--- src/inc/hbav_consts.svh ---
`ifndef HBAV_CONSTS_SVH
`define HBAV_CONSTS_SVH

// Register addresses.
`define ADDR_BRAKE_OFFSET 8'h10
`define ADDR_VIBE_CONTROL 8'h11
`define ADDR_INPUT_FLOOR 8'h12
`define ADDR_INPUT_CEILING 8'h13
`define ADDR_DRIVE_FLOOR 8'h14
`define ADDR_DRIVE_CEILING 8'h15
`define ADDR_NOMINAL_LEVEL 8'h16

// Reset values.
`define RST_BRAKE_OFFSET 8'h00
`define RST_PEAK_WINDOW 2'h1
`define RST_LOWPASS 2'h1
`define RST_INPUT_FLOOR 8'h19
`define RST_INPUT_CEILING 8'hff
`define RST_DRIVE_FLOOR 8'h19
`define RST_DRIVE_CEILING 8'hff
`define RST_NOMINAL_LEVEL 8'h3f

// Control register field positions.
`define PEAK_HI 3
`define PEAK_LO 2
`define LPF_HI 1
`define LPF_LO 0

// Decoded settings.
`define PEAK_MS_0 8'h0a
`define PEAK_MS_1 8'h14
`define PEAK_MS_2 8'h1e
`define PEAK_MS_3 8'h28
`define LPF_HZ_0 8'h64
`define LPF_HZ_1 8'h7d
`define LPF_HZ_2 8'h96
`define LPF_HZ_3 8'hc8

// Misc constants.
`define ZERO_BYTE 8'h00
`define ZERO_TIME 16'h0000
`define LEVEL_MAX 8'sh7f

`endif

--- src/inc/hbav_pkg.sv ---
package hbav_pkg;
    typedef logic [7:0] byte_t;
    typedef logic signed [7:0] level_t;
    typedef logic [15:0] time_t;
endpackage : hbav_pkg

--- src/rtl/haptic_brake_audio_vibe_regs.sv ---
`include "hbav_consts.svh"
`timescale 1ns/1ps
`default_nettype none
module haptic_brake_audio_vibe_regs
    import hbav_pkg::*;
(
    // Clock and reset.
    input wire logic core_clk,
    input wire logic rst_b,
    // Register port.
    input wire logic [7:0] reg_addr,
    input wire logic [7:0] reg_wdata,
    input wire logic reg_wr,
    input wire logic reg_rd,
    output logic [7:0] reg_rdata,
    output logic reg_rvalid,
    // Operating mode and shared settings.
    input wire logic closed_loop,
    input wire logic [7:0] waveform_step_period,
    input wire logic [7:0] open_loop_reference,
    // Waveform scan and playback segments.
    input wire logic scan_start,
    input wire logic scan_valid,
    input wire logic signed [7:0] scan_level,
    input wire logic seg_valid,
    input wire logic signed [7:0] seg_level,
    input wire logic [15:0] seg_time,
    output logic seg_out_valid,
    output logic seg_is_brake,
    output logic [15:0] seg_out_time,
    // Audio path.
    input wire logic audio_valid,
    input wire logic [7:0] analog_or_trigger_input,
    output logic drive_valid,
    output logic [7:0] drive_level,
    // Decoded settings.
    output logic [7:0] peak_window_ms,
    output logic [7:0] lowpass_hz,
    output logic [7:0] full_scale_reference,
    output logic [7:0] calibration_level
);

    level_t brake_offset_field;
    logic [1:0] vibe_peak_window;
    logic [1:0] vibe_lowpass_select;
    byte_t vibe_input_floor;
    byte_t vibe_input_ceiling;
    byte_t vibe_drive_floor;
    byte_t vibe_drive_ceiling;
    byte_t actuator_nominal_level;
    level_t brake_level;
    logic signed [16:0] next_time;

    function automatic logic [7:0] peak_ms(input logic [1:0] code);
        unique case (code)
            2'h0: peak_ms = `PEAK_MS_0;
            2'h1: peak_ms = `PEAK_MS_1;
            2'h2: peak_ms = `PEAK_MS_2;
            2'h3: peak_ms = `PEAK_MS_3;
        endcase
    endfunction : peak_ms

    function automatic logic [7:0] lpf_hz(input logic [1:0] code);
        unique case (code)
            2'h0: lpf_hz = `LPF_HZ_0;
            2'h1: lpf_hz = `LPF_HZ_1;
            2'h2: lpf_hz = `LPF_HZ_2;
            2'h3: lpf_hz = `LPF_HZ_3;
        endcase
    endfunction : lpf_hz

    function automatic logic wr_hit(input logic [7:0] a, input logic [7:0] target);
        wr_hit = reg_wr && (a == target);
    endfunction : wr_hit

    // Register writes.
    always_ff @(posedge core_clk) begin
        if (!rst_b) begin
            brake_offset_field <= `RST_BRAKE_OFFSET;
            vibe_peak_window <= `RST_PEAK_WINDOW;
            vibe_lowpass_select <= `RST_LOWPASS;
            vibe_input_floor <= `RST_INPUT_FLOOR;
            vibe_input_ceiling <= `RST_INPUT_CEILING;
            vibe_drive_floor <= `RST_DRIVE_FLOOR;
            vibe_drive_ceiling <= `RST_DRIVE_CEILING;
            actuator_nominal_level <= `RST_NOMINAL_LEVEL;
        end else begin
            if (wr_hit(reg_addr, `ADDR_BRAKE_OFFSET)) begin
                brake_offset_field <= reg_wdata;
            end
            if (wr_hit(reg_addr, `ADDR_VIBE_CONTROL)) begin
                vibe_peak_window <= reg_wdata[`PEAK_HI:`PEAK_LO];
                vibe_lowpass_select <= reg_wdata[`LPF_HI:`LPF_LO];
            end
            if (wr_hit(reg_addr, `ADDR_INPUT_FLOOR)) begin
                vibe_input_floor <= reg_wdata;
            end
            if (wr_hit(reg_addr, `ADDR_INPUT_CEILING)) begin
                vibe_input_ceiling <= reg_wdata;
            end
            if (wr_hit(reg_addr, `ADDR_DRIVE_FLOOR)) begin
                vibe_drive_floor <= reg_wdata;
            end
            if (wr_hit(reg_addr, `ADDR_DRIVE_CEILING)) begin
                vibe_drive_ceiling <= reg_wdata;
            end
            if (wr_hit(reg_addr, `ADDR_NOMINAL_LEVEL)) begin
                actuator_nominal_level <= reg_wdata;
            end
        end
    end

    // Register reads; reserved bits and unmapped addresses read zero.
    always_ff @(posedge core_clk) begin
        if (!rst_b) begin
            reg_rdata <= `ZERO_BYTE;
            reg_rvalid <= 1'b0;
        end else begin
            reg_rvalid <= reg_rd;
            if (reg_rd) begin
                case (reg_addr)
                    `ADDR_BRAKE_OFFSET: reg_rdata <= brake_offset_field;
                    `ADDR_VIBE_CONTROL: reg_rdata <= {4'h0, vibe_peak_window, vibe_lowpass_select};
                    `ADDR_INPUT_FLOOR: reg_rdata <= vibe_input_floor;
                    `ADDR_INPUT_CEILING: reg_rdata <= vibe_input_ceiling;
                    `ADDR_DRIVE_FLOOR: reg_rdata <= vibe_drive_floor;
                    `ADDR_DRIVE_CEILING: reg_rdata <= vibe_drive_ceiling;
                    `ADDR_NOMINAL_LEVEL: reg_rdata <= actuator_nominal_level;
                    default: reg_rdata <= `ZERO_BYTE;
                endcase
            end
        end
    end

    // Scan tracks the most negative level of the waveform.
    always_ff @(posedge core_clk) begin
        if (!rst_b) begin
            brake_level <= `LEVEL_MAX;
        end else if (scan_start) begin
            brake_level <= `LEVEL_MAX;
        end else if (scan_valid && (scan_level < brake_level)) begin
            brake_level <= scan_level;
        end
    end

    // Offset in ms is the signed field times the step period.
    always_comb begin
        next_time = $signed({1'b0, seg_time});
        if (!closed_loop && (seg_level == brake_level)) begin
            next_time = 17'($signed({1'b0, seg_time})
                + brake_offset_field * $signed({1'b0, waveform_step_period}));
        end
    end

    always_ff @(posedge core_clk) begin
        if (!rst_b) begin
            seg_out_valid <= 1'b0;
            seg_is_brake <= 1'b0;
            seg_out_time <= `ZERO_TIME;
        end else begin
            seg_out_valid <= seg_valid;
            if (seg_valid) begin
                seg_is_brake <= (seg_level == brake_level);
                seg_out_time <= next_time[16] ? `ZERO_TIME : next_time[15:0];
            end
        end
    end

    // Audio drive: ignore below floor, saturate at ceiling, clamp drive window.
    always_ff @(posedge core_clk) begin
        if (!rst_b) begin
            drive_valid <= 1'b0;
            drive_level <= `ZERO_BYTE;
        end else begin
            drive_valid <= audio_valid;
            if (audio_valid) begin
                if (analog_or_trigger_input < vibe_input_floor) begin
                    drive_level <= `ZERO_BYTE;
                end else if (analog_or_trigger_input >= vibe_input_ceiling) begin
                    drive_level <= vibe_drive_ceiling;
                end else if (analog_or_trigger_input < vibe_drive_floor) begin
                    drive_level <= vibe_drive_floor;
                end else if (analog_or_trigger_input > vibe_drive_ceiling) begin
                    drive_level <= vibe_drive_ceiling;
                end else begin
                    drive_level <= analog_or_trigger_input;
                end
            end
        end
    end

    // Decoded settings and full-scale reference.
    always_ff @(posedge core_clk) begin
        if (!rst_b) begin
            peak_window_ms <= `PEAK_MS_1;
            lowpass_hz <= `LPF_HZ_1;
            full_scale_reference <= `ZERO_BYTE;
            calibration_level <= `RST_NOMINAL_LEVEL;
        end else begin
            peak_window_ms <= peak_ms(vibe_peak_window);
            lowpass_hz <= lpf_hz(vibe_lowpass_select);
            full_scale_reference <= closed_loop ? actuator_nominal_level
                : open_loop_reference;
            calibration_level <= actuator_nominal_level;
        end
    end
endmodule : haptic_brake_audio_vibe_regs
`default_nettype wire

--- config.mk ---
export PLATFORM = sky130hd
export DESIGN_NAME = haptic_brake_audio_vibe_regs
export DESIGN_NICKNAME = d
export VERILOG_FILES = /design/src/inc/hbav_pkg.sv /design/src/rtl/haptic_brake_audio_vibe_regs.sv
export VERILOG_INCLUDE_DIRS = /design/src /design/src/inc
export SDC_FILE = /design/constraint.sdc
export NUM_CORES = 1
export LEC_CHECK = 0
export BUFFER_PORTS_ARGS = -buffer_cell sky130_fd_sc_hd__buf_2
export CAP_MARGIN = 40
export CORE_MARGIN = 2
export CORE_UTILIZATION = 56
export CTS_CLUSTER_SIZE = 40
export DETAILED_ROUTE_END_ITERATION = 6
export PLACE_DENSITY = 0.8
export SYNTH_ARGS = -nofsm -noshare
export SYNTH_HDL_FRONTEND = slang
export SYNTH_SLANG_ARGS = --single-unit
--- constraint.sdc ---
create_clock -name core_clk -period 14.2 [get_ports core_clk]
set_input_delay 0.71 -clock core_clk [delete_from_list [all_inputs] [get_ports core_clk]]
set_output_delay 0.71 -clock core_clk [all_outputs]
set_load 0.03 [all_outputs]
# Yosys cells after proc, flatten, opt, wreduce, memory -nomap -nowiden
# Index checks and enable logic that the tools add are counted.
[totals]
ff_bits = 128
input_bits = 81
out_inout_bits = 68
elab_cells = 65
[op_classes]
addsub = 1
n_mul = 1
n_lt_le_gt_ge = 5
n_eq_ne = 14
n_mux = 10
n_bitwise = 1
n_reduce_logical = 13
[op_table]
columns = ["operator", "count"]
rows = [
  ["$pmux W8 S4", 2],
  ["$eq A8 B5 Y1 const B", 7],
  ["$pmux W8 S7", 1],
  ["$mux W8", 5],
  ["$lt A8 B8 Y1", 3],
  ["$add A17 B17 Y17", 1],
  ["$mul A8 B9 Y17", 1],
  ["$mux W17", 1],
  ["$mux W16", 1],
  ["$logic_and A1 B1 Y1", 9],
  ["$eq A2 B2 Y1 const B", 4],
  ["$eq A8 B8 Y1", 1],
  ["$ge A8 B8 Y1", 1],
  ["$gt A8 B8 Y1", 1],
  ["$eq A2 B1 Y1 const B", 2],
  ["$logic_not A2 Y1", 2],
  ["$reduce_or A2 Y1", 1],
  ["$logic_not A1 Y1", 1],
  ["$not A1 Y1", 1],
]

# Depth between registers and ports, before layout
# Gate-level depths: netlist of the first run.
[logic_depth]
depth_word = 5
depth_mapped = 19
depth_no_buf = 18

# Worst setup path after synthesis of the first run
# OpenSTA, ideal clock, no wires.
[synth_timing]
path_type = "input-to-reg"
start = "input waveform_step_period[5]"
end = "register seg_out_time[0]"
setup_time_ns = 0.123
arrival_time_ns = 5.197
required_ns = 14.077
setup_slack_ns = 8.880
path_stages = 17
path_buffers = 1
cell_sequence = "and2_1 fa_1 fa_1 inv_1 fa_1 inv_1 fa_1 ha_1 ha_1 buf_6 a21o_1 a21bo_1 a211o_1 a221oi_4 nor3_4 a222oi_1 inv_1"
[synth_via]
elab_chain_cells = 4
[synth_lines]
columns = ["item", "line_no", "text"]
rows = [
  ["start, declared", "haptic_brake_audio_vibe_regs.sv:19", "input wire logic [7:0] waveform_step_period,"],
  ["$mul A8 B9 Y17", "haptic_brake_audio_vibe_regs.sv:151", "+ brake_offset_field * $signed({1'b0, waveform_step_period}));"],
  ["$add A17 B17 Y17", "haptic_brake_audio_vibe_regs.sv:151", ""],
  ["$mux W17", "haptic_brake_audio_vibe_regs.sv:149", "if (!closed_loop && (seg_level == brake_level)) begin"],
  ["$mux W16", "haptic_brake_audio_vibe_regs.sv:164", "seg_out_time <= next_time[16] ? `ZERO_TIME : next_time[15:0];"],
  ["end signal, assigned", "haptic_brake_audio_vibe_regs.sv:159", "seg_out_time <= `ZERO_TIME;"],
  ["end signal, assigned", "haptic_brake_audio_vibe_regs.sv:164", ""],
  ["end, declared", "haptic_brake_audio_vibe_regs.sv:30", "output logic [15:0] seg_out_time,"],
]
# Every way passes these cells.
# A chain may end at the register's enable or synchronous reset.

# Worst setup path in the final report of the first run
[layout_timing]
start = "register brake_offset_field[7]"
end = "register seg_out_time[5]"
[layout_via]
elab_chain_cells = 4
[layout_lines]
columns = ["item", "line_no", "text"]
rows = [
  ["start, declared", "haptic_brake_audio_vibe_regs.sv:43", "level_t brake_offset_field;"],
  ["start signal, assigned", "haptic_brake_audio_vibe_regs.sv:79", "brake_offset_field <= `RST_BRAKE_OFFSET;"],
  ["start signal, assigned", "haptic_brake_audio_vibe_regs.sv:89", "brake_offset_field <= reg_wdata;"],
  ["$mul A8 B9 Y17", "haptic_brake_audio_vibe_regs.sv:151", ""],
  ["$add A17 B17 Y17", "haptic_brake_audio_vibe_regs.sv:151", ""],
  ["$mux W17", "haptic_brake_audio_vibe_regs.sv:149", ""],
  ["$mux W16", "haptic_brake_audio_vibe_regs.sv:164", ""],
]
# Every way passes these cells.

==> impl_metrics.py, run 1 <==
metrics = {
    "clock_network": {
        "clkSlewWorstSetupHoldPaths_ns": 0.06,
        "cts-buffers-inserted": 17,
        "cts_tree": "done",
        "clock_tree.buffer_depth": 2,
        "tritoncts_num_sinks": 124,
        "cts_resized": 0,
        "postCtsHoldBufs": 0,
        "post_cts.repair.setup_buffers": 0,
        "clk-insertion-delay-late_ns": 0.43,
        "htreeDepth": 4,
        "clock-root-buffer": "clkbuf_16",
    },
    "global_routing": {
        "grt_first_pass_wirelength_mm": 34.03,
        "grt_pass1_vias": 7042,
        "globalRoute.totalOverflow": 0,
        "maximum_number_of_pins_on_one_net_before_global_route_repair": 93,
        "grt_antenna_before_repair": 0,
        "grt_use_total_pct": 25.82,
    },
    "synth": {
        "synth_fa_ha_area_share_pct": 25.24,
        "netlist-cell-type-count": 55,
        "synth-simple-area-share_pct": 15.89,
        "synthFlopType": "dfxtp_1",
        "synth.yosys.seq_area_share_pct": 28.10,
        "postSynth.asyncResetShare_pct": 0,
        "synth_top_area_share_pct": 28.10,
        "cells_taking_the_most_area_after_synthesis": "dfxtp_1, ha_1, fa_1",
        "synth.ff_latch_count": 124,
        "ys.warnings.count": 0,
        "combinational_family_with_the_most_area_after_synthesis": "adder cells",
        "post_synth_top_area_cell": "dfxtp_1",
        "post_synth_instance_area_um2": 8833,
        "multiplexer_area_fraction_after_synthesis_pct": 9.419,
        "synth.avg_cell_area_um2": 9.173,
        "share_of_the_synthesized_netlist_area_taken_by_xor_and_xnor_gates_pct": 1.586,
        "synth-edff-count": 0,
        "synth-compound-area-share_pct": 12.17,
        "cell_count_after_synthesis": 963,
    },
    "placed_design": {
        "hpwlAfterDp_mm": 15.91,
        "port_buffers": 145,
        "gp_congestion": 0.8893,
    },
    "routing": {
        "vias": 7165,
        "drt_via_density": 5.474,
        "finalWirelength_mm": 20.95,
        "detailedRoute.firstPassIterationCount": 5,
        "avgRoutedWirePerCell_um": 16.01,
        "drtIter0Drc": 508,
        "drtAntennaViolNets": 0,
        "drc": 0,
    },
    "finish": {
        "drive_gt1_share_pct": 18.76,
        "area_growth_pct": 15.95,
        "design.final.nets": 1314,
        "num_antenna_cells": 0,
    },
    "timing": {
        "setup_repair_after_global_routing_missed_its_margin": "false",
        "tightest_slew_ns": 0.8979,
        "clock_skew_ns": 0.01375,
        "clock.fmax_ghz": 0.1780,
        "finalHoldWorstSlack_ns": 0.4452,
        "post-route-period-util_pct": 39.55,
        "final_hold_violation_count": 0,
        "final-setup-viol-count": 0,
        "max-slew-margin-rel_pct": 40.04,
        "final_slew_viol_count": 0,
        "timing.setup.tns_ns": 0,
        "finalWorstPathRequiredPeriod_ns": 5.617,
    },
    "critical_path": {
        "setup.reg_to_reg.worst_slack_ns": 8.58,
        "worst_setup_path_end_kind": "register",
        "critPathRequiredTime_ns": 14.56,
        "critical_path.startpoint_type": "register",
        "worst-setup-path-type": "reg -> reg",
        "cp.arrival_ns": 5.98,
        "worst-path-max-fanout": 13,
    },
    "die": {
        "ioPinCount": 149,
        "core_um2": 15310,
        "chipHeight_um": 129.6,
        "fp-row-count": 45,
        "floorplan.initialDensity_pct": 57.68,
        "die-width_um": 129.6,
        "die_area_um2": 16790,
    },
    "hold_path": {
        "min_path_type": "reg -> reg",
    },
    "power": {
        "ir_drop_uv": 99.00,
        "power_density_nw_per_um2": 86.92,
        "cellLeakagePower_nw": 5.242,
    },
    "status": {
        "status": "completed",
    },
    "flow_run": {
        "drv.max_cap_violation_count": 0,
    },
}
==> through the flow <==
stage	instance area [um^2]	total power (W)	worst slack (ns)	cells	util, %
final	10240	0.0008902	8.583	1309	66.88
after global routing	10240	0.0009180	8.221	1309	66.88
after CTS	10240	0.0008935	8.600	1309	66.88
after detailed placement	9669	0.0004708	8.478	1278	63.14
after global placement	9654	0.0004681	8.613	1276	63.04
after floorplan	8841	0.0004335	8.880	965	-
==> layout by cell type (no fill, tap or decap), types with 5 or more instances in the layout <==
master | netlist | layout
a222oi_1 | 9 | 9
a21o_1 | 10 | 10
nor2b_1 | 43 | 43
ha_1 | 95 | 95
o21ai_0 | 42 | 42
mux2_2 | 9 | 9
clkbuf_16 | 0 | 17
dfxtp_1 | 124 | 124
a21boi_0 | 14 | 14
fa_1 | 52 | 52
a21oi_1 | 14 | 14
nor3b_1 | 5 | 5
nor2_1 | 14 | 14
nand3_1 | 26 | 26
inv_6 | 0 | 5
inv_1 | 119 | 119
nand2b_1 | 19 | 19
xnor2_1 | 13 | 13
mux2i_1 | 64 | 64
buf_4 | 5 | 7
o21a_1 | 5 | 5
nand2_1 | 114 | 114
a211oi_1 | 7 | 7
and2_1 | 40 | 40
buf_2 | 5 | 145
o211ai_1 | 22 | 22
==> routing by layer <==
metal  routed length (um)  vias to the layer above  track usage (%)
met5                    0                        -                0
met4                  308                        0            8.539
met3                 1525                       33            5.739
met2                 9606                      278            40.62
met1                 9514                     3389            35.44
li1                     -                     3465                -
==> synthesized netlist by cell type (3+ instances only) <==
library cell,n
a21boi_0,14
nand2b_1,19
nand3_1,26
clkbuf_1,35
a22o_1,3
o21a_1,5
a31oi_1,3
a211oi_1,7
fa_1,52
mux4_2,4
nor2b_1,43
or2_2,4
o211ai_1,22
ha_1,95
and3_1,3
xor2_1,3
mux2i_1,64
nor3b_1,5
buf_2,5
xnor2_1,13
a21oi_1,14
buf_1,4
and2_1,40
o21ai_0,42
mux2_2,9
a21o_1,10
buf_4,5
nor2_1,14
a211o_1,3
nand2_1,114
a222oi_1,9
o211a_1,3
dfxtp_1,124
nand3b_1,3
inv_1,119
==> registers in the layout (all words and copies together), names as in the netlist, 2 cells and up <==
signal and count:
vibe_drive_ceiling 8, calibration_level 8, brake_level 8, vibe_peak_window 2, reg_rdata 8, drive_level 8, peak_window_ms 4, lowpass_hz 8
vibe_input_ceiling 8, seg_out_time 16, vibe_input_floor 8, brake_offset_field 8, vibe_lowpass_select 2, actuator_nominal_level 8, vibe_drive_floor 8, full_scale_reference 8
==> worst max-delay path: stages (launching register included) <==
cell and delay [ns]:
dfxtp_1 0.68, nor2b_1 0.27, fa_1 0.45, fa_1 0.55, inv_1 0.05, fa_1 0.52
inv_1 0.05, fa_1 0.48, ha_1 0.30, ha_1 0.39, a21o_1 0.23, a21bo_1 0.21
a211o_1 0.35, o211a_1 0.30, nor3_4 0.44, a222oi_1 0.18, inv_1 0.09
==> layout make-up <==
| class | count | area (um^2) |
|---|---|---|
| Inverter | 119 | 446.7 |
| Clock buffer | 20 | 466.7 |
| Tap cell | 211 | 264.0 |
| Timing Repair Buffer | 152 | 778.2 |
| Multi-Input combinational cell | 672 | 5698 |
| Sequential cell | 124 | 2482 |
| Fill cell | 1292 | 5072 |
| Clock inverter | 11 | 106.4 |
==> path summary, 6_finish.rpt <==
check / startpoint / endpoint / depth (start not counted)
worst max register to register: brake_offset_field[7]$_SDFFE_PN0P_ / seg_out_time[5]$_SDFFE_PN0P_ / 16
worst min-delay path: reg_rdata[6]$_SDFFE_PN0P_ / reg_rdata[6]$_SDFFE_PN0P_ / 2
worst max-delay path: brake_offset_field[7]$_SDFFE_PN0P_ / seg_out_time[5]$_SDFFE_PN0P_ / 16
worst min register to register: reg_rdata[6]$_SDFFE_PN0P_ / reg_rdata[6]$_SDFFE_PN0P_ / 2
==> power breakdown <==
group          switching, W  internal (W)
clock              0.000170      0.000256
sequential       0.00000324      0.000355
combinational     0.0000658     0.0000408
==> cells by family after synthesis <==
family,count (synthesis)
buffers and inverters,169
and+or+nand+nor,278
xor gates and xnor gates,16
adders and majority gates,147
DFF,124
other,1
AOI/OAI and AO/OA,151
muxes,77
No activity file was read; power rests on OpenSTA's default activity.
==> inputs of run 2 (changes only) <==
--- a/config.mk
+++ b/config.mk
@@ -9,10 +9,10 @@
 export BUFFER_PORTS_ARGS = -buffer_cell sky130_fd_sc_hd__buf_2
 export CAP_MARGIN = 40
 export CORE_MARGIN = 2
-export CORE_UTILIZATION = 56
+export CORE_UTILIZATION = 52
 export CTS_CLUSTER_SIZE = 40
 export DETAILED_ROUTE_END_ITERATION = 6
-export PLACE_DENSITY = 0.8
+export PLACE_DENSITY = 0.78
 export SYNTH_ARGS = -nofsm -noshare
 export SYNTH_HDL_FRONTEND = slang
 export SYNTH_SLANG_ARGS = --single-unit
==> constraint.sdc (replaced) <==
create_clock -name core_clk -period 5.15 [get_ports core_clk]
set_input_delay 0.2575 -clock core_clk [delete_from_list [all_inputs] [get_ports core_clk]]
set_output_delay 0.2575 -clock core_clk [all_outputs]
set_load 0.03 [all_outputs]
==> run 2 against run 1 <==
Effect of this change:
- sequential share of layout area shrank 0.80 points
- non-clock buffer count grew 22
- clock skew is essentially flat
- utilization shrank 2.4 points
- cell area grew 4.4%
- clock power grew to 3.2 times the previous value
- sequential power grew to 2.8 times the previous value
- combinational power grew to 2.9 times the previous value
- highest routed layer unchanged
- wire length grew 4.9%
- die area grew 7.4%
==> impl_metrics.py, run 2 (synthesis gave the netlist of run 1 again) <==
metrics = {
    "die": {
        "core_um2": 16580,
        "chipHeight_um": 134.3,
        "ioPinCount": 149,
        "floorplan.initialDensity_pct": 53.27,
        "fp-row-count": 47,
        "die_area_um2": 18050,
        "die-width_um": 134.3,
    },
    "finish": {
        "area_growth_pct": 21.01,
        "final_core_utilization_pct": 64.46,
        "design.final.nets": 1336,
        "max_reg_flops": 16,
        "final_common_cell": "buf_2",
        "mostFrequentLayoutCells": "buf_2, inv_1, dfxtp_1",
        "largest_register": "seg_out_time",
        "drive_gt1_share_pct": 22.77,
        "nFillCells": 1379,
    },
    "timing": {
        "finalHoldWorstSlack_ns": 0.05521,
        "worst_setup_slack_after_layout_ns": 0.1036,
        "timing.setup.tns_ns": 0,
        "final_slew_viol_count": 0,
        "post-route-period-util_pct": 97.99,
        "tightest_slew_ns": 0.8536,
        "final_hold_violation_count": 0,
        "final-setup-viol-count": 0,
        "clock.fmax_ghz": 0.1982,
        "clock_skew_ns": 0.01355,
        "max-slew-margin-rel_pct": 43.00,
        "finalWorstPathRequiredPeriod_ns": 5.046,
    },
    "routing": {
        "drc": 0,
        "drtAntennaViolNets": 0,
        "drt_via_density": 5.431,
        "vias": 7283,
        "detailedRoute.firstPassIterationCount": 7,
        "drtIter0Drc": 477,
        "avgRoutedWirePerCell_um": 16.39,
        "finalWirelength_mm": 21.98,
    },
    "power": {
        "ir_drop_uv": 227.6,
        "cellLeakagePower_nw": 5.382,
        "power_density_nw_per_um2": 246.8,
    },
    "critical_path": {
        "worst-setup-path-type": "reg -> reg",
        "critical_path.startpoint_type": "register",
        "r2r_cells": 17,
        "crit_top_cell": "fa_1",
        "critPathRequiredTime_ns": 5.46,
        "critical_path_buffer_and_inverter_count": 4,
        "cp_num_cells": 17,
        "path_cells": "and2_1, fa_1, fa_1, inv_1, fa_1, inv_1, fa_1, ha_4, ha_4, a21o_1, a21bo_1, a211o_1, a221oi_4, nor3_4, buf_12, a222oi_1, inv_1",
        "crit_slowest_cell": "fa_1",
        "cp.arrival_ns": 5.36,
        "crit_path_max_incr_delay_ns": 0.58,
        "worst-path-max-fanout": 10,
        "worst_setup_path_end_kind": "register",
        "timing.critical_path.max_delay_family": "adder cells",
    },
    "hold_path": {
        "min_path_type": "in -> reg",
        "holdPathStages": 3,
    },
    "placed_design": {
        "pre_cts_ws_ns": -0.02195,
        "port_buffers": 145,
        "hpwlAfterDp_mm": 16.37,
        "gp_congestion": 0.8972,
    },
    "global_routing": {
        "grt_use_total_pct": 24.76,
        "grt_first_pass_wirelength_mm": 35.40,
        "maximum_number_of_pins_on_one_net_before_global_route_repair": 56,
        "grt_pass1_vias": 7187,
        "globalRoute.totalOverflow": 0,
        "grt_antenna_before_repair": 1,
    },
    "clock_network": {
        "clk-insertion-delay-late_ns": 0.43,
        "tritoncts_num_sinks": 124,
        "postCtsHoldBufs": 0,
        "htreeDepth": 4,
        "cts_tree": "done",
        "cts-buffers-inserted": 17,
        "clock-root-buffer": "clkbuf_16",
        "clock_tree.buffer_depth": 2,
        "clkSlewWorstSetupHoldPaths_ns": 0.06,
    },
    "status": {
        "status": "completed",
    },
    "flow_run": {
        "drv.max_cap_violation_count": 0,
    },
}
## run 2: path summary, 6_finish.rpt
path | from | endpoint | slack (ns)
setup reg to reg | brake_offset_field[6]$_SDFFE_PN0P_ | seg_out_time[12]$_SDFFE_PN0P_ | 0.10
hold reg to reg | reg_rdata[4]$_SDFFE_PN0P_ | reg_rdata[4]$_SDFFE_PN0P_ | 0.45
setup / recovery | brake_offset_field[6]$_SDFFE_PN0P_ | seg_out_time[12]$_SDFFE_PN0P_ | 0.10
hold / removal | seg_time[0] | seg_out_time[0]$_SDFFE_PN0P_ | 0.06
## run 2: layer usage
metal	vias up	GRT usage (%)	part of all wire [%]
met3	55	5.707	6.7
met4	0	9.415	2.9
met5	-	0	0
met2	249	40.22	47
met1	3473	32.18	44
li1	3506	-	-
## run 2: worst register-to-register path: cells and delay by family, from the launching register on
family / cells / cell delay (ns)
fa+ha+maj: 6 / 2.61
flops: 1 / 0.36
compound gates: 5 / 1.41
buf+inv: 4 / 0.33
simple gates: 2 / 0.23
## run 2: through the flow
| stage | area [um^2] | instances | total power, W |
|---|---|---|---|
| after global placement | 9822 | 1304 | 0.001294 |
| after detailed placement | 9837 | 1306 | 0.001303 |
| after global routing | 10690 | 1341 | 0.002722 |
| final | 10690 | 1341 | 0.002638 |
| after floorplan | 8852 | 965 | 0.001195 |
| after CTS | 10500 | 1337 | 0.002639 |
## run 2: layout make-up
| type | instances | area [um^2] | share of cell area (%) |
|---|---|---|---|
| clock inverter | 13 | 211.5 | 1.978 |
| timing repair buffer | 174 | 955.9 | 8.943 |
| antenna | 1 | 2.502 | 0.02341 |
| sequential | 124 | 2505 | 23.43 |
| tap | 220 | 275.3 | 2.575 |
| clock buffer | 18 | 439.2 | 4.109 |
| inverter | 119 | 446.7 | 4.179 |
| multi-input combinational | 672 | 5853 | 54.76 |
## run 2: where the power goes
group,internal (W),total (W),switching (W)
clock,0.000873,0.00135,0.000473
sequential,0.000976,0.000985,0.00000893
combinational,0.000120,0.000307,0.000187
total,0.00197,0.00264,0.000669
## run 2: timing repair
action / 4_1_cts / 5_1_grt
resized for setup: 4 / 30
gates cloned: 0 / 0
pin swaps: 3 / 18
setup buffers: 0 / 3
endpoints found under the setup margin: 10 / 16
==> inputs of run 3 (changes only) <==
--- a/config.mk
+++ b/config.mk
@@ -6,7 +6,7 @@
 export SDC_FILE = /design/constraint.sdc
 export NUM_CORES = 1
 export LEC_CHECK = 0
-export BUFFER_PORTS_ARGS = -buffer_cell sky130_fd_sc_hd__buf_2
+export BUFFER_PORTS_ARGS = -buffer_cell sky130_fd_sc_hd__clkbuf_2
 export CAP_MARGIN = 40
 export CORE_MARGIN = 2
 export CORE_UTILIZATION = 52
==> run 3 against run 2 <==
Effect of this change:
- global-route usage shrank 1.0 points
- die area stayed put
- hold slack gained 0.0065 ns
- sequential share of layout area rose by 0.42 points
- non-clock buffer count is 3 lower
- critical path type unchanged
==> impl_metrics.py, run 3 (synthesis gave the netlist of run 1 again) <==
metrics = {
    "critical_path": {
        "worst-path-max-fanout": 10,
        "setup.reg_to_reg.worst_slack_ns": 0.17,
        "worst_setup_path_end_kind": "register",
        "r2r_cells": 16,
        "critical_path_buffer_and_inverter_count": 4,
        "cp.arrival_ns": 5.29,
        "beginning_of_the_worst_register_to_register_path": "brake_offset_field[5]$_SDFFE_PN0P_",
        "worst-setup-path-type": "reg -> reg",
        "regToRegEndpoint": "seg_out_time[2]$_SDFFE_PN0P_",
        "crit_slowest_cell": "fa_2",
        "critical_path.startpoint_type": "register",
        "path_cells": "buf_4, nand2_1, fa_1, fa_1, inv_1, fa_1, fa_1, fa_2, ha_4, o211ai_1, a21oi_2, a221oi_4, nor3_4, buf_12, a222oi_1, inv_1",
        "cp_num_cells": 16,
        "critPathCapture": "seg_out_time[2]$_SDFFE_PN0P_",
        "crit_path_max_incr_delay_ns": 0.58,
        "crit_top_cell": "fa_1",
        "cp-startpoint": "brake_offset_field[5]$_SDFFE_PN0P_",
        "critPathRequiredTime_ns": 5.46,
        "timing.critical_path.max_delay_family": "adder cells",
    },
    "timing": {
        "worst_setup_slack_after_layout_ns": 0.1699,
        "finalWorstPathRequiredPeriod_ns": 4.980,
        "clock_skew_ns": 0.006781,
        "max-slew-margin-rel_pct": 43.32,
        "post-route-period-util_pct": 96.70,
        "finalHoldWorstSlack_ns": 0.06169,
        "final_slew_viol_count": 0,
        "clock.fmax_ghz": 0.2008,
        "final_hold_violation_count": 0,
        "tightest_slew_ns": 0.8485,
        "final-setup-viol-count": 0,
    },
    "finish": {
        "drive_gt1_share_pct": 22.09,
        "mostFrequentLayoutCells": "clkbuf_2, inv_1, dfxtp_1",
        "final_core_utilization_pct": 63.25,
        "max_reg_flops": 16,
        "largest_register": "seg_out_time",
        "design.final.nets": 1333,
        "final_common_cell": "clkbuf_2",
        "num_antenna_cells": 0,
        "area_growth_pct": 18.74,
    },
    "routing": {
        "drt_via_density": 5.447,
        "avgRoutedWirePerCell_um": 15.68,
        "detailedRoute.firstPassIterationCount": 7,
        "drtIter0Drc": 536,
        "vias": 7288,
        "drtAntennaViolNets": 0,
        "drc": 0,
        "finalWirelength_mm": 20.98,
    },
    "power": {
        "internal_power_w": 0.001731,
        "combinational_share_of_power_pct": 12.2,
        "switchingPower_w": 0.0007076,
        "power_density_nw_per_um2": 232.5,
        "sequentialPowerShare_pct": 40.4,
        "cellLeakagePower_nw": 5.335,
        "power.share.clock_pct": 47.4,
        "ir_drop_uv": 253.4,
        "p_sw_share_pct": 29.02,
    },
    "global_routing": {
        "grt_pass1_vias": 6921,
        "grt_use_total_pct": 23.73,
        "grt_antenna_before_repair": 0,
        "maximum_number_of_pins_on_one_net_before_global_route_repair": 86,
        "grt_first_pass_wirelength_mm": 34.40,
        "globalRoute.totalOverflow": 0,
    },
    "clock_network": {
        "cts_tree": "done",
        "clk-insertion-delay-late_ns": 0.42,
        "htreeDepth": 4,
        "cts-buffers-inserted": 17,
        "clock-root-buffer": "clkbuf_16",
        "tritoncts_num_sinks": 124,
        "postCtsHoldBufs": 0,
        "clock_tree.buffer_depth": 2,
        "clkSlewWorstSetupHoldPaths_ns": 0.06,
    },
    "die": {
        "die-width_um": 134.3,
        "die_area_um2": 18050,
        "core_um2": 16580,
        "fp-row-count": 47,
        "ioPinCount": 149,
        "floorplan.initialDensity_pct": 53.27,
        "chipHeight_um": 134.3,
    },
    "placed_design": {
        "pre_cts_ws_ns": -0.01267,
        "port_buffers": 145,
        "gp_congestion": 0.8794,
        "hpwlAfterDp_mm": 16.02,
    },
    "hold_path": {
        "min_path_type": "in -> reg",
    },
    "flow_run": {
        "drv.max_cap_violation_count": 0,
    },
    "status": {
        "status": "completed",
    },
}
==> run 3: how the worst min path moves through the flow <==
stage / start / to / slack [ns] / depth (start not counted)
floorplan: seg_time[0] / seg_out_time[0]$_SDFFE_PN0P_ / 0.37 / 2
global placement: drive_level[7]$_SDFFE_PN0P_ / drive_level[7]$_SDFFE_PN0P_ / 0.44 / 2
detailed placement: reg_rdata[5]$_SDFFE_PN0P_ / reg_rdata[5]$_SDFFE_PN0P_ / 0.45 / 2
CTS: scan_level[0] / brake_level[0]$_SDFFE_PP1P_ / 0.06 / 3
global route: scan_level[0] / brake_level[0]$_SDFFE_PP1P_ / 0.08 / 3
finish: scan_level[0] / brake_level[0]$_SDFFE_PP1P_ / 0.06 / 3
==> run 3: area by class of cell <==
class,instances,area [um^2]
fillers,1385,6095
multi-input cells,672,5756
flip-flops and latches,124,2502
repair buffers,171,933.4
inverters,119,446.7
clock buffers,17,425.4
well taps,220,275.3
clock inverters,15,150.1
==> run 3: power by group through the flow <==
stage	clock network [W]	logic [W]	registers, W
CTS	0.00117	0.000294	0.000988
detailed placement	0	0.000292	0.00101
global route	0.00122	0.000326	0.000987
global placement	0	0.000285	0.00101
finish	0.00116	0.000297	0.000986
floorplan	0	0.000155	0.00104
==> run 3: metal layers <==
| layer | vias to the layer above | wire, um | GRT usage (%) |
|---|---|---|---|
| li1 | 3502 | - | - |
| met5 | - | 0 | 0 |
| met2 | 228 | 9973 | 38.66 |
| met4 | 0 | 309 | 6.023 |
| met3 | 27 | 1369 | 4.800 |
| met1 | 3531 | 9333 | 32.40 |
==> run 3: stage by stage <==
step | cell area, um^2 | power [W] | instances | TNS (ns)
detailed placement | 9779 | 0.001301 | 1300 | -0.02230
floorplan | 8852 | 0.001195 | 965 | 0
finish | 10490 | 0.002439 | 1338 | 0
CTS | 10360 | 0.002452 | 1332 | 0
global placement | 9764 | 0.001294 | 1298 | 0
global route | 10490 | 0.002529 | 1338 | -0.02953
==> run 3: timing repair <==
action | 4_1_cts | 5_1_grt
cloned | 0 | 0
pin swaps | 0 | 16
resized for setup | 2 | 22
buffers inserted | 0 | 6
endpoints found under the hold margin | 0 | 0
setup endpoints to repair | 9 | 16
==> run 3: worst register-to-register path, delay by kind of cell, from the launching register on <==
kind / cells / cell delay, ns
buffers and inverters: 4 / 0.39
flip-flops: 1 / 0.36
adder cells (fa/ha/maj): 6 / 2.79
AND/OR/NAND/NOR: 2 / 0.14
AO/OA/AOI/OAI: 4 / 1.18
